File: config.mk
export PLATFORM = sky130hd
export DESIGN_NAME = ptg_top
export DESIGN_NICKNAME = d
export VERILOG_FILES = /design/src/hw/ptg_gen.v /design/src/hw/ptg_top.v
export VERILOG_INCLUDE_DIRS = /design/src /design/src/hw
export SDC_FILE = /design/constraint.sdc
export NUM_CORES = 1
export LEC_CHECK = 0
export ABC_AREA = 1
export BUFFER_PORTS_ARGS = -buffer_cell sky130_fd_sc_hd__clkbuf_2
export CORE_ASPECT_RATIO = 0.5
export CORE_MARGIN = 1.5
export CORE_UTILIZATION = 35
export DETAILED_ROUTE_END_ITERATION = 10
export GPL_TIMING_DRIVEN = 0
export MAX_ROUTING_LAYER = met4
export PLACE_DENSITY = 0.63
export SETUP_SLACK_MARGIN = 0.1
export SYNTH_ARGS = -nofsm -noshare
export SYNTH_HDL_FRONTEND = slang
export SYNTH_SLANG_ARGS = --single-unit
File: constraint.sdc
create_clock -name clk_in -period 3.4 [get_ports clk_in]
set_input_delay 0.34 -clock clk_in [delete_from_list [all_inputs] [get_ports clk_in]]
set_output_delay 0.34 -clock clk_in [all_outputs]
set_load 0.03 [all_outputs]
File: src/hw/ptg_consts.vh
// constants for the pulse start timing generator: offsets, fields, resets and divider masks
`ifndef PTG_CONSTS_VH
`define PTG_CONSTS_VH
// register byte offsets on the bus
`define PTG_OFS_GEN0_CTRL 12'h000
`define PTG_OFS_GEN1_CTRL 12'h004
`define PTG_OFS_COUNT 12'h008
`define PTG_OFS_CMP_BASE 12'h020
// compare registers occupy 0x020..0x03c, selected by haddr[11:5] == page
`define PTG_CMP_PAGE 7'h01
// control register field positions
`define PTG_STOP_HI 15
`define PTG_STOP_LO 12
`define PTG_CSEL_HI 11
`define PTG_CSEL_LO 10
`define PTG_RUN_BIT 9
`define PTG_GO_BIT 8
// reset and fixed values
`define PTG_CSEL_RST 2'h0
`define PTG_CMP_RST 8'h00
`define PTG_CMP_OFF 8'h00
`define PTG_CNT_FIRST 8'h00
`define PTG_CNT_LAST 8'hff
`define PTG_STOP_READ 4'hf
// clock select codes and divider masks (divide by mask + 1)
`define PTG_CSEL_DIV2 2'h0
`define PTG_CSEL_DIV8 2'h1
`define PTG_CSEL_DIV32 2'h2
`define PTG_CSEL_DIV64 2'h3
`define PTG_MASK_DIV2 6'h01
`define PTG_MASK_DIV8 6'h07
`define PTG_MASK_DIV32 6'h1f
`define PTG_MASK_DIV64 6'h3f
`define PTG_PRE_ZERO 6'h00
`define PTG_PRE_ONE 6'h01
// bus answers
`define PTG_HRESP_OKAY 1'b0
`endif

File: src/hw/ptg_gen.v
// one timing generator: prescaler, one-shot 8-bit up-counter and four start signals
`timescale 1ns/1ps
`include "ptg_consts.vh"
module ptg_gen #(
   parameter NUM_CH = 4,
   parameter CNT_W = 8
) (
   input wire clk_in,
   input wire rst_n_in,
   input wire go_in,
   input wire [1:0] clk_sel_in,
   input wire [NUM_CH*CNT_W-1:0] cmp_in,
   input wire [NUM_CH-1:0] stop_in,
   output wire [NUM_CH-1:0] start_out,
   output wire running_out,
   output wire [CNT_W-1:0] count_out
);
   reg [5:0] pre_ff;
   reg [CNT_W-1:0] cnt_ff;
   reg run_ff;
   reg [NUM_CH-1:0] start_ff;
   reg [5:0] mask;
   wire tick;
   wire [CNT_W-1:0] cnt_inc;
   wire step;

   // divider mask from the clock select code
   always @* begin
      case (clk_sel_in)
         `PTG_CSEL_DIV2: mask = `PTG_MASK_DIV2;
         `PTG_CSEL_DIV8: mask = `PTG_MASK_DIV8;
         `PTG_CSEL_DIV32: mask = `PTG_MASK_DIV32;
         `PTG_CSEL_DIV64: mask = `PTG_MASK_DIV64;
         default: mask = `PTG_MASK_DIV2;
      endcase
   end

   assign tick = ((pre_ff & mask) == mask);
   assign cnt_inc = cnt_ff + 1'b1;
   assign step = run_ff && tick && !go_in;

   // prescaler restarts on go so the first count step lands a full divided period later
   always @(posedge clk_in) begin
      if (!rst_n_in || go_in) begin
         pre_ff <= `PTG_PRE_ZERO;
      end else begin
         pre_ff <= pre_ff + `PTG_PRE_ONE;
      end
   end

   // one-shot counter: load zero on go, step on each divided tick, stop at the top
   always @(posedge clk_in) begin
      if (!rst_n_in) begin
         cnt_ff <= `PTG_CNT_FIRST;
         run_ff <= 1'b0;
      end else if (go_in) begin
         cnt_ff <= `PTG_CNT_FIRST;
         run_ff <= 1'b1;
      end else if (step) begin
         cnt_ff <= cnt_inc;
         if (cnt_inc == `PTG_CNT_LAST) begin
            run_ff <= 1'b0;
         end
      end
   end

   // start signals: set on the step that reaches the compare value, cleared by stop writes
   genvar i;
   generate
      for (i = 0; i < NUM_CH; i = i + 1) begin : g_ch
         wire hit;
         assign hit = step && (cmp_in[i*CNT_W +: CNT_W] != `PTG_CMP_OFF) &&
            (cnt_inc == cmp_in[i*CNT_W +: CNT_W]);
         always @(posedge clk_in) begin
            if (!rst_n_in) begin
               start_ff[i] <= 1'b0;
            end else if (stop_in[i]) begin
               start_ff[i] <= 1'b0;
            end else if (hit) begin
               start_ff[i] <= 1'b1;
            end
         end
      end
   endgenerate

   assign start_out = start_ff;
   assign running_out = run_ff;
   assign count_out = cnt_ff;
endmodule

File: src/hw/ptg_top.v
// pulse start timing generator with two generators behind an ahb-lite register slave
`timescale 1ns/1ps
`include "ptg_consts.vh"
module ptg_top #(
   parameter NUM_CH = 8,
   parameter CNT_W = 8,
   parameter ADDR_W = 12
) (
   input wire clk_in,
   input wire rst_n_in,
   input wire hsel_in,
   input wire [31:0] haddr_in,
   input wire [1:0] htrans_in,
   input wire hwrite_in,
   input wire [2:0] hsize_in,
   input wire [31:0] hwdata_in,
   input wire hready_in,
   output wire hreadyout_out,
   output wire hresp_out,
   output wire [31:0] hrdata_out,
   output wire [NUM_CH-1:0] pulse_channel_start_out
);
   localparam HALF = NUM_CH / 2;
   // offsets held at address width so the word decode compares equal widths
   localparam [ADDR_W-1:0] OFS_GEN0 = `PTG_OFS_GEN0_CTRL;
   localparam [ADDR_W-1:0] OFS_GEN1 = `PTG_OFS_GEN1_CTRL;
   localparam [ADDR_W-1:0] OFS_COUNT = `PTG_OFS_COUNT;

   // bus pipeline state
   reg wr_pend_ff;
   reg rd_pend_ff;
   reg [ADDR_W-1:0] addr_ff;
   reg hreadyout_ff;
   reg [31:0] hrdata_ff;
   reg [31:0] nxt_hrdata;
   reg [NUM_CH-1:0] start_ff;

   // software visible state
   reg [1:0] gen0_clk_sel_ff;
   reg [1:0] gen1_clk_sel_ff;
   reg [CNT_W-1:0] cmp_ff [0:NUM_CH-1];

   // decode of the captured address
   wire take;
   wire hit_gen0;
   wire hit_gen1;
   wire hit_count;
   wire hit_cmp;
   wire [2:0] cmp_idx;

   // write strobes toward the generators
   wire gen0_count_go;
   wire gen1_count_go;
   wire [HALF-1:0] gen0_stop;
   wire [HALF-1:0] gen1_stop;

   // generator results
   wire [HALF-1:0] gen0_start;
   wire [HALF-1:0] gen1_start;
   wire gen0_running;
   wire gen1_running;
   wire [CNT_W-1:0] gen0_count;
   wire [CNT_W-1:0] gen1_count;
   wire [HALF*CNT_W-1:0] gen0_cmp;
   wire [HALF*CNT_W-1:0] gen1_cmp;

   // an address phase is taken only when the bus is ready and a transfer is requested
   assign take = hsel_in && htrans_in[1] && hready_in;

   // address phase capture; reads get one wait state so a write just before is seen
   always @(posedge clk_in) begin
      if (!rst_n_in) begin
         wr_pend_ff <= 1'b0;
         rd_pend_ff <= 1'b0;
         addr_ff <= {ADDR_W{1'b0}};
         hreadyout_ff <= 1'b1;
      end else if (rd_pend_ff) begin
         rd_pend_ff <= 1'b0;
         hreadyout_ff <= 1'b1;
      end else begin
         wr_pend_ff <= take && hwrite_in;
         rd_pend_ff <= take && !hwrite_in;
         hreadyout_ff <= !(take && !hwrite_in);
         if (take) begin
            addr_ff <= haddr_in[ADDR_W-1:0];
         end
      end
   end

   // register decode on the captured word address
   assign hit_gen0 = (addr_ff[ADDR_W-1:2] == OFS_GEN0[ADDR_W-1:2]);
   assign hit_gen1 = (addr_ff[ADDR_W-1:2] == OFS_GEN1[ADDR_W-1:2]);
   assign hit_count = (addr_ff[ADDR_W-1:2] == OFS_COUNT[ADDR_W-1:2]);
   assign hit_cmp = (addr_ff[ADDR_W-1:5] == `PTG_CMP_PAGE);
   assign cmp_idx = addr_ff[4:2];

   // go and stop act only during a write data phase; they store nothing
   assign gen0_count_go = wr_pend_ff && hit_gen0 && hwdata_in[`PTG_GO_BIT];
   assign gen1_count_go = wr_pend_ff && hit_gen1 && hwdata_in[`PTG_GO_BIT];

   // a zero in a stop field is the request; ones leave the start signal alone
   assign gen0_stop = {HALF{wr_pend_ff && hit_gen0}} &
      ~hwdata_in[`PTG_STOP_HI:`PTG_STOP_LO];
   assign gen1_stop = {HALF{wr_pend_ff && hit_gen1}} &
      ~hwdata_in[`PTG_STOP_HI:`PTG_STOP_LO];

   // clock select fields; changing them mid count is up to software to avoid
   always @(posedge clk_in) begin
      if (!rst_n_in) begin
         gen0_clk_sel_ff <= `PTG_CSEL_RST;
         gen1_clk_sel_ff <= `PTG_CSEL_RST;
      end else if (wr_pend_ff) begin
         if (hit_gen0) begin
            gen0_clk_sel_ff <= hwdata_in[`PTG_CSEL_HI:`PTG_CSEL_LO];
         end
         if (hit_gen1) begin
            gen1_clk_sel_ff <= hwdata_in[`PTG_CSEL_HI:`PTG_CSEL_LO];
         end
      end
   end

   // compare registers, one per channel; even channels feed gen 0, odd ones gen 1
   genvar c;
   generate
      for (c = 0; c < NUM_CH; c = c + 1) begin : g_cmp
         always @(posedge clk_in) begin
            if (!rst_n_in) begin
               cmp_ff[c] <= `PTG_CMP_RST;
            end else if (wr_pend_ff && hit_cmp && (cmp_idx == c)) begin
               cmp_ff[c] <= hwdata_in[CNT_W-1:0];
            end
         end
         if (c % 2 == 0) begin : g_even
            assign gen0_cmp[(c/2)*CNT_W +: CNT_W] = cmp_ff[c];
         end else begin : g_odd
            assign gen1_cmp[(c/2)*CNT_W +: CNT_W] = cmp_ff[c];
         end
      end
   endgenerate

   // generator 0 serves the even channels
   ptg_gen #(
      .NUM_CH(HALF),
      .CNT_W(CNT_W)
   ) u_gen0 (
      .clk_in(clk_in),
      .rst_n_in(rst_n_in),
      .go_in(gen0_count_go),
      .clk_sel_in(gen0_clk_sel_ff),
      .cmp_in(gen0_cmp),
      .stop_in(gen0_stop),
      .start_out(gen0_start),
      .running_out(gen0_running),
      .count_out(gen0_count)
   );

   // generator 1 serves the odd channels
   ptg_gen #(
      .NUM_CH(HALF),
      .CNT_W(CNT_W)
   ) u_gen1 (
      .clk_in(clk_in),
      .rst_n_in(rst_n_in),
      .go_in(gen1_count_go),
      .clk_sel_in(gen1_clk_sel_ff),
      .cmp_in(gen1_cmp),
      .stop_in(gen1_stop),
      .start_out(gen1_start),
      .running_out(gen1_running),
      .count_out(gen1_count)
   );

   // interleave the start signals: local bit k of gen 0 is channel 2k, of gen 1 channel 2k+1
   genvar k;
   generate
      for (k = 0; k < HALF; k = k + 1) begin : g_map
         always @(posedge clk_in) begin
            if (!rst_n_in) begin
               start_ff[2*k] <= 1'b0;
               start_ff[2*k+1] <= 1'b0;
            end else begin
               start_ff[2*k] <= gen0_start[k];
               start_ff[2*k+1] <= gen1_start[k];
            end
         end
      end
   endgenerate

   // read mux; stop bits read one, go bit reads zero, unmapped reads zero
   always @* begin
      nxt_hrdata = 32'h00000000;
      if (hit_gen0) begin
         nxt_hrdata[`PTG_STOP_HI:`PTG_STOP_LO] = `PTG_STOP_READ;
         nxt_hrdata[`PTG_CSEL_HI:`PTG_CSEL_LO] = gen0_clk_sel_ff;
         nxt_hrdata[`PTG_RUN_BIT] = gen0_running;
         nxt_hrdata[`PTG_GO_BIT] = 1'b0;
      end else if (hit_gen1) begin
         nxt_hrdata[`PTG_STOP_HI:`PTG_STOP_LO] = `PTG_STOP_READ;
         nxt_hrdata[`PTG_CSEL_HI:`PTG_CSEL_LO] = gen1_clk_sel_ff;
         nxt_hrdata[`PTG_RUN_BIT] = gen1_running;
         nxt_hrdata[`PTG_GO_BIT] = 1'b0;
      end else if (hit_count) begin
         nxt_hrdata[CNT_W-1:0] = gen0_count;
         nxt_hrdata[2*CNT_W-1:CNT_W] = gen1_count;
      end else if (hit_cmp) begin
         nxt_hrdata[CNT_W-1:0] = cmp_ff[cmp_idx];
      end
   end

   // read data is registered during the wait state and held until the next read
   always @(posedge clk_in) begin
      if (!rst_n_in) begin
         hrdata_ff <= 32'h00000000;
      end else if (rd_pend_ff) begin
         hrdata_ff <= nxt_hrdata;
      end
   end

   // every answer is okay; hsize is not checked, only word access is meaningful
   assign hreadyout_out = hreadyout_ff;
   assign hresp_out = `PTG_HRESP_OKAY;
   assign hrdata_out = hrdata_ff;
   assign pulse_channel_start_out = start_ff;
endmodule

==> Word-level counts from Yosys, hierarchy flattened <==
Memories as Yosys holds them, arrays and structs flattened. A register that Yosys moved wholly into a read port is not among the register bits.
Index checks and enable logic that the tools add are counted.
W data, S select, Z words.
{ "totals": {"reg_bits": 81, "latch_bits": 0, "mem_bits_rw": 64, "romBits": 0, "in_bits": 74, "out_inout_bits": 42, "memories": 1} }
{ "classes": {"addsub": 4, "mul": 0, "div_mod_pow": 0, "n_lt_le_gt_ge": 0, "n_eq_ne": 28, "shift": 0, "mux": 50, "bitwise_logic": 15, "reduce_logical": 76} }
{ "mem_list": {"columns": ["name", "depth", "width", "read_ports", "rd_clocked_by_memory_dff", "wr", "line_no", "source"], "rows": [
  ["cmp_ff", 8, 8, 9, 1, 8, "ptg_top.v:41", "reg [CNT_W-1:0] cmp_ff [0:NUM_CH-1];"]
]} }
{ "op_table": {"columns": ["op", "count"], "rows": [
  ["$mux W8", 15],
  ["$eq A8 B8 Y1", 8],
  ["$reduce_bool A8 Y1", 8],
  ["$pmux W6 S4", 2],
  ["$logic_and A1 B1 Y1", 37],
  ["$mux W1", 31],
  ["$reduce_or A2 Y1", 11],
  ["$add A8 B1 Y8 const B", 2],
  ["$eq A8 B8 Y1 const B", 2],
  ["$add A6 B1 Y6 const B", 2],
  ["$and A6 B6 Y6", 2],
  ["$eq A3 B3 Y1 const B", 4],
  ["$eq A6 B6 Y1", 2],
  ["$eq A10 B1 Y1 const B", 1],
  ["$eq A10 B2 Y1 const B", 1],
  ["$logic_not A10 Y1", 1],
  ["$reduce_and A2 Y1", 5],
  ["$and A4 B4 Y4", 2],
  ["$eq A2 B2 Y1 const B", 4],
  ["$or A1 B1 Y1", 8],
  ["$reduce_bool A2 Y1", 4],
  ["$eq A7 B1 Y1 const B", 1],
  ["$eq A3 B2 Y1 const B", 2],
  ["$mux W3", 2],
  ["8 further kinds", 16]
]} }

==> Longest topological paths before layout <==
Gate-level depths: netlist of the first run.
{ "depth": {"word_depth": 8, "depth_mapped": 12, "ltp_nobuf": 11} }

==> Hierarchy <==
A second synthesis of the first run with hierarchy kept.
{ "hier_totals": {"cells_unflattened": 1219, "hier_area_um2": 8365.5} }
{ "modules_own_cells": {"columns": ["mod", "instances", "cells_per_inst", "area_each_um2", "seq_area_each_um2"], "rows": [
  ["ptg_top", 1, 633, 5042.3, 2802.7],
  ["ptg_gen at u_gen0", 1, 293, 1669.1, 380.4],
  ["ptg_gen at u_gen1", 1, 293, 1654.1, 380.4]
]} }

==> Worst setup path before layout of the first run <==
OpenSTA, ideal clock, no wires.
{ "synth_timing": {"path_type": "register to register", "startpoint": "reg u_gen1.cnt_ff[0], in the netlist u_gen1.count_out[0]", "endpoint": "reg u_gen1.start_ff[0], in the netlist u_gen1.start_out[0]", "setup_time_ns": 0.070, "arrival_time_ns": 1.686, "required_time_ns": 3.330, "path_slack_ns": 1.644, "path_stages_with_launch": 12, "period_less_slack_ns": 1.756, "cell_sequence": "dfxtp_1 > buf_2 > inv_1 > ha_1 > clkbuf_1 > xor2_1 > nand2_1 > nor2_1 > nand4_1 > nor2_1 > nand3_1 > a21oi_1"} }
{ "synth_between": {"elab_chain_cells": 3} }
{ "synth_rtl": {"columns": ["element", "line_no", "source"], "rows": [
  ["from (decl)", "ptg_gen.v:19", "reg [CNT_W-1:0] cnt_ff;"],
  ["from (signal assigned)", "ptg_gen.v:54", "cnt_ff <= `PTG_CNT_FIRST;"],
  ["from (signal assigned)", "ptg_gen.v:57", "cnt_ff <= `PTG_CNT_FIRST;"],
  ["from (signal assigned)", "ptg_gen.v:60", "cnt_ff <= cnt_inc;"],
  ["$add A8 B1 Y8", "ptg_gen.v:39", "assign cnt_inc = cnt_ff + 1'b1;"],
  ["via u_gen1.cnt_inc[0]", "ptg_gen.v:24", "wire [CNT_W-1:0] cnt_inc;"],
  ["$eq A8 B8 Y1", "ptg_gen.v:73", "(cnt_inc == cmp_in[i*CNT_W +: CNT_W]);"],
  ["$logic_and A1 B1 Y1", "ptg_gen.v:72", "assign hit = step && (cmp_in[i*CNT_W +: CNT_W] != `PTG_CMP_OFF) &&"],
  ["to (signal, indexed assignment)", "ptg_gen.v:76", "start_ff[i] <= 1'b0;"],
  ["to (signal, indexed assignment)", "ptg_gen.v:78", "start_ff[i] <= 1'b0;"],
  ["to (signal, indexed assignment)", "ptg_gen.v:80", "start_ff[i] <= 1'b1;"],
  ["to (decl)", "ptg_gen.v:21", "reg [NUM_CH-1:0] start_ff;"]
]} }
The timed path passes the listed nets, and every way through them passes these cells.
A chain may end at the register's enable or synchronous reset.

==> Final worst setup path of the first run <==
{ "layout_timing": {"startpoint": "reg u_gen1.cnt_ff[0], in the netlist u_gen1.count_out[0]", "endpoint": "reg u_gen1.start_ff[2], in the netlist u_gen1.start_out[2]"} }
The elaborated chain is that of the path after synthesis.

==> results of run 1 <==
power breakdown:
group	total (mW)	switching (mW)	leakage [nW]	internal, mW
clock	1.88	0.749	0.296	1.14
combinational	0.348	0.243	2.56	0.105
sequential	1.93	0.0540	1.32	1.87
total	4.16	1.05	4.18	3.11
kinds of logic (layout without fill, tap and decap cells):
family                   count (synthesis)  in the layout  share of synthesized area, %
adder cells (fa/ha/maj)                  6              6                         0.928
AO/OA/AOI/OAI                          143            143                          9.93
buffers and inverters                  192            278                          9.93
AND/OR/NAND/NOR                        604            604                          33.2
XOR/XNOR                                18             18                          1.95
other                                    1             17                        0.0463
flip-flops                             146            146                          44.0
worst max-delay path by stage:
stage	start	to	cells after the start
2_1_floorplan	u_gen1.count_out[0]	u_gen1.start_out[0]	11
3_3_place_gp	rst_n_in	cmp_ff[4][2]	4
3_5_place_dp	rst_n_in	cmp_ff[4][0]	4
4_1_cts	u_gen1.count_out[0]	u_gen1.start_out[1]	11
5_1_grt	u_gen1.count_out[0]	u_gen1.start_out[2]	12
6_report	u_gen1.count_out[0]	u_gen1.start_out[2]	12
flip-flops by register name (all words and copies together) (netlist names), 2 cells and up, named ones only:
signal                   cells
addr_ff                     10
cmp_ff                      64
gen0_clk_sel_ff              2
gen1_clk_sel_ff              2
hrdata_out                  16
pulse_channel_start_out      8
u_gen0.count_out             8
u_gen0.pre_ff                6
u_gen0.start_out             4
u_gen1.count_out             8
u_gen1.pre_ff                6
u_gen1.start_out             4
critical path, cell delays in order, from the launching register on:
cell and delay [ns]:
dfxtp_1 0.40, buf_2 0.31, inv_1 0.10, ha_1 0.28, clkbuf_1 0.42, xnor2_1 0.14, nor2_1 0.11, nand2_1 0.09
nor2_1 0.13, nand3_1 0.14, nor2_1 0.11, nand2_1 0.09, a21oi_1 0.12
Yosys cell counts, types with 3 or more instances:
master,count,area [um^2]
nand2_1,246,923
nor2_1,200,751
inv_1,141,529
nand3_1,107,536
dfxtp_1,82,1640
edfxtp_1,64,1920
a21oi_1,56,280
o21ai_0,46,230
o211ai_1,23,173
buf_4,18,135
clkbuf_1,16,60.1
nand4_1,16,100
buf_2,12,60.1
xor2_1,12,105
a211oi_1,10,75.1
nand3_4,8,140
ha_1,6,75.1
nand3b_1,6,45.0
o21ai_1,6,30.0
xnor2_1,6,52.6
nand2_2,5,31.3
inv_2,4,15.0
nor3_1,4,20.0
nor2_2,3,18.8
final cells by class:
class | instances | area (um^2)
Clock buffer | 22 | 508
Clock inverter | 10 | 96.3
Buffer | 47 | 259
Inverter | 145 | 544
Sequential cell | 146 | 3560
Multi-Input combinational cell | 788 | 3780
Timing Repair Buffer | 54 | 270
Fill cell | 2353 | 13300
Tap cell | 307 | 384
stage by stage:
| step | worst slack (ns) | cell area [um^2] |
|---|---|---|
| floorplan | 1.64 | 8150 |
| global placement | 0.955 | 8810 |
| detailed placement | 0.914 | 8810 |
| CTS | 0.981 | 9410 |
| global route | 0.737 | 9410 |
| finish | 0.888 | 9410 |
layer usage:
layer | track usage [%] | part of all wire, % | routed length (um) | vias up
met3 | 5.43 | 8.2 | 2120 | 24
met2 | 31.9 | 42 | 10800 | 280
met4 | 5.47 | 1.0 | 261 | 0
met1 | 32.8 | 49 | 12800 | 3525
li1 | - | - | - | 3742
met5 | - | 0 | 0 | -
==> results_dict.tcl, run 1 <==
set metrics [dict create \
    clkTransAtPathRegs_ns 0.06 \
    setup_violations 0 \
    dp_cells 1487 \
    worstPathArrival_ns 2.89 \
    holdPathEnd "rd_pend_ff" \
    port_buffers 54 \
    h-tree-depth 4 \
    synth_cell_types 34 \
    rows 39 \
    r2r_start "u_gen1.count_out[0]" \
    final.setup.tns_ns 0 \
    p_leak_nw 4.18 \
    grt_pass1_wl_mm 39.8 \
    wl_mm 25.9 \
    hold_buffers 0 \
    area_growth_pct 16.3 \
    ys_seq_elements 146 \
    final_common_cell "nand2_1" \
    pin_count 116 \
    max-cap-violations 0 \
    required_ns 3.77 \
    ir_drop_mv 0.376 \
    relSlewSlack_pct 50.9 \
    drt_iter0_markers 780 \
    r2r_slack_ns 0.89 \
    dieArea_mm2 0.0241 \
    synth_edf_count 64 \
    drt.antenna.violating_nets 0 \
    slew_viol_final 0 \
    hold_path.class "primary input to flip-flop" \
    layout_common_cells "nand2_1 (246), nor2_1 (200), inv_1 (141)" \
    outcome "complete, no violations" \
    finalPower_mw 4.16 \
    reg2reg_to "u_gen1.start_out[2]" \
    period_needed_ns 2.51 \
    syn_area_mm2 0.00809 \
    hp-start "hwrite_in" \
    skew_ns 0.0144 \
    layoutNonFillerInstCount 1519 \
    yosysWarnings 0 \
    start_kind "flip-flop" \
    grt_overflow 0 \
    synth_ff_type "dfxtp_1" \
    drc 0 \
    crit_path_end_kind "flip-flop" \
    final_core_util_pct 41.4 \
    seq_area_frac_synth_pct 44.0 \
    syn_inst 1110 \
    holdPathStages 2 \
    critPathMaxFanout 10 \
    critPathKind "flip-flop to flip-flop" \
    clk_latency_ns 0.45 \
    wl_per_cell_um 17.1 \
    cts_tree "yes" \
    rsz0062_at_grt "false" \
    syn_area_per_cell_um2 7.29 \
    hpwl_mm 20.6 \
    max_freq_ghz 0.398 \
    grt.total_usage_pct 22.8 \
    dieWidth_um 218 \
    cts_buffers 17 \
    grt_antenna_before_repair 0 \
    grt_start_max_net_pins 17 \
    via_count 7571 \
    worstRegToRegCells 12 \
    post_cts_buffers 0 \
    place_congestion 0.914 \
    via_per_inst 4.98 \
    cts_buffer_depth 2 \
    post-route-period-util_pct 73.9 \
    drive_above_1_share_pct 12.0 \
    clkSinkCount 146 \
    layout.nets 1279 \
    grt_pass1_vias 7041 \
    coreArea_mm2 0.0227 \
    async_flop_share_pct 0 \
    cts_root_buf "clkbuf_16" \
    first_pass_iters 5 \
    p_per_area_mw_per_mm2 442 \
    finalHoldViolCount 0 \
    dieHeight_um 111 \
    whs_ns 0.0974 \
    cts_resized 0 \
    max_slew.worst_pin.slew_ns 0.736 \
    diodes 0 \
    start_util_pct 35.6 \
]
No activity file was read; power rests on OpenSTA's default activity.
==> run 2, diff against run 1 <==
==> constraint.sdc (replaced) <==
create_clock -name clk_in -period 2.6 [get_ports clk_in]
set_input_delay 0.26 -clock clk_in [delete_from_list [all_inputs] [get_ports clk_in]]
set_output_delay 0.26 -clock clk_in [all_outputs]
set_load 0.03 [all_outputs]
==> run 2 against run 1 <==
  * Sequential cell count is the same
  * Largest power group unchanged
  * Critical endpoint is now u_gen1.start_out[0]
  * Critical path type unchanged
  * Core utilization is essentially flat
  * Worst hold slack got worse by 0.011 ns
==> results_dict.tcl, run 2 (same netlist as run 1, synthesis figures left out) <==
set metrics [dict create \
    cts_resized 0 \
    rows 39 \
    outcome "complete, no violations" \
    grt_antenna_before_repair 0 \
    wl_per_cell_um 17.1 \
    setup_violations 0 \
    max_freq_ghz 0.428 \
    seqCellArea_mm2 0.00356 \
    top_layer_used "met4" \
    cts_root_buf "clkbuf_16" \
    drt_iter0_markers 790 \
    period_needed_ns 2.33 \
    clkTransAtPathRegs_ns 0.06 \
    diodes 0 \
    post_cts_buffers 0 \
    ir_drop_mv 0.490 \
    start_util_pct 35.6 \
    p_leak_nw 4.18 \
    multi_input_area_mm2 0.00378 \
    port_buffers 54 \
    grt_overflow 0 \
    place_congestion 0.914 \
    final_common_cell "nand2_1" \
    intPower_mw 4.07 \
    h-tree-depth 4 \
    cts_tree "yes" \
    via_per_inst 4.96 \
    holdPathEnd "addr_ff[11]" \
    area_growth_pct 16.3 \
    drt.antenna.violating_nets 0 \
    required_ns 2.97 \
    finalHoldViolCount 0 \
    worstRegToRegCells 10 \
    wl_met3_mm 2.29 \
    max-cap-violations 0 \
    fillCellCount 2356 \
    hold_path.class "primary input to flip-flop" \
    first_pass_iters 6 \
    dieArea_mm2 0.0241 \
    dieWidth_um 218 \
    dieHeight_um 111 \
    p_per_area_mw_per_mm2 578 \
    layout_common_cells "nand2_1 (246), nor2_1 (200), inv_1 (141)" \
    reg2reg_to "u_gen1.start_out[0]" \
    cts_buffer_depth 2 \
    largest_reg_flops 64 \
    post-route-period-util_pct 89.8 \
    holdPathStages 3 \
    final.setup.tns_ns 0 \
    slew_viol_final 0 \
    drive_above_1_share_pct 12.0 \
    power_switching_mw 1.37 \
    r2r_start "u_gen1.count_out[0]" \
    max_slew.worst_pin.slew_ns 0.716 \
    hpwl_mm 20.6 \
    whs_ns 0.0865 \
    grt_start_max_net_pins 17 \
    met2WireLength_mm 10.8 \
    rsz0062_at_grt "false" \
    worstPathArrival_ns 2.70 \
    clkSinkCount 146 \
    drc 0 \
    skew_ns 0.0130 \
    via_count 7523 \
    grt_pass1_vias 7044 \
    coreArea_mm2 0.0227 \
    crit_path_end_kind "flip-flop" \
    hp-start "haddr_in[11]" \
    top_register "cmp_ff" \
    grt_pass1_wl_mm 39.8 \
    p_seq_share_pct 46.3 \
    wl_mm 25.9 \
    cts_buffers 17 \
    grt.total_usage_pct 22.8 \
    met1Wirelength_mm 12.6 \
    swShare_pct 25.2 \
    start_kind "flip-flop" \
    clk_latency_ns 0.44 \
    combPwrFrac_pct 8.4 \
    critPathMaxFanout 10 \
    power.share.clock_pct 45.4 \
    r2r_slack_ns 0.27 \
    layout.nets 1278 \
    critPathKind "flip-flop to flip-flop" \
    pin_count 116 \
    relSlewSlack_pct 52.3 \
]
run 2: cell count changes in the layout (fill, tap and decap cells not counted):
| cell | previous run | this run |
|---|---|---|
| dlygate4sd3_1 | 0 | 1 |
| clkbuf_1 | 16 | 14 |
run 2: metal layers:
metal,vias up,global-route usage [%]
li1,3735,-
met1,3483,32.8
met2,283,31.9
met3,22,5.43
met4,0,5.47
met5,-,-
run 2: how the worst max path moves through the flow:
stage | from | endpoint | slack (ns) | depth (start not counted)
6_report | u_gen1.count_out[0] | u_gen1.start_out[0] | 0.27 | 10
4_1_cts | u_gen1.count_out[0] | u_gen1.start_out[1] | 0.18 | 11
2_1_floorplan | u_gen1.count_out[0] | u_gen1.start_out[0] | 0.84 | 11
3_3_place_gp | u_gen1.count_out[0] | u_gen1.start_out[1] | 0.20 | 11
5_1_grt | u_gen1.count_out[0] | u_gen1.start_out[1] | 0.12 | 10
3_5_place_dp | u_gen1.count_out[0] | u_gen1.start_out[3] | 0.19 | 11
run 2: final cells by class:
cell class	count	share of cell area (%)
multi-input cells	788	40.2
flip-flops and latches	146	37.9
inverters	145	5.78
clock buffers	22	5.40
well taps	307	4.08
repair buffers	55	2.98
plain buffers	45	2.67
clock inverters	10	1.02
run 2: stage by stage:
| step | power, mW | utilization, % | area [um^2] | instances | setup WS [ns] |
|---|---|---|---|---|---|
| 6_report | 5.44 | 41.4 | 9410 | 1518 | 0.266 |
| 5_1_grt | 5.63 | 41.4 | 9410 | 1518 | 0.124 |
| 4_1_cts | 5.47 | 41.4 | 9420 | 1520 | 0.181 |
| 3_5_place_dp | 3.02 | 38.7 | 8810 | 1487 | 0.193 |
| 3_3_place_gp | 3.01 | 38.7 | 8810 | 1487 | 0.204 |
| 2_1_floorplan | 2.86 | - | 8150 | 1126 | 0.844 |
run 2: what timing repair did:
action	CTS	global route
endpoints found under the hold margin	1	0
hold buffers	1	0
setup endpoints to repair	0	6
run 2: power by group through the flow:
stage          clock [mW]  sequential, mW  combinational, mW
2_1_floorplan           0            2.54              0.319
3_5_place_dp            0            2.57              0.449
6_report             2.47            2.52              0.455
3_3_place_gp            0            2.56              0.445
5_1_grt              2.60            2.52              0.508
4_1_cts              2.50            2.52              0.453
run 2: worst max-delay path, cell delays in order (launching register included):
cell,delay [ns]
dfxtp_1,0.40
buf_2,0.31
inv_1,0.10
ha_1,0.54
xor2_1,0.20
nand2_1,0.07
nor2_1,0.11
nand4_1,0.12
nor2_1,0.11
nand3_1,0.15
a21oi_1,0.16
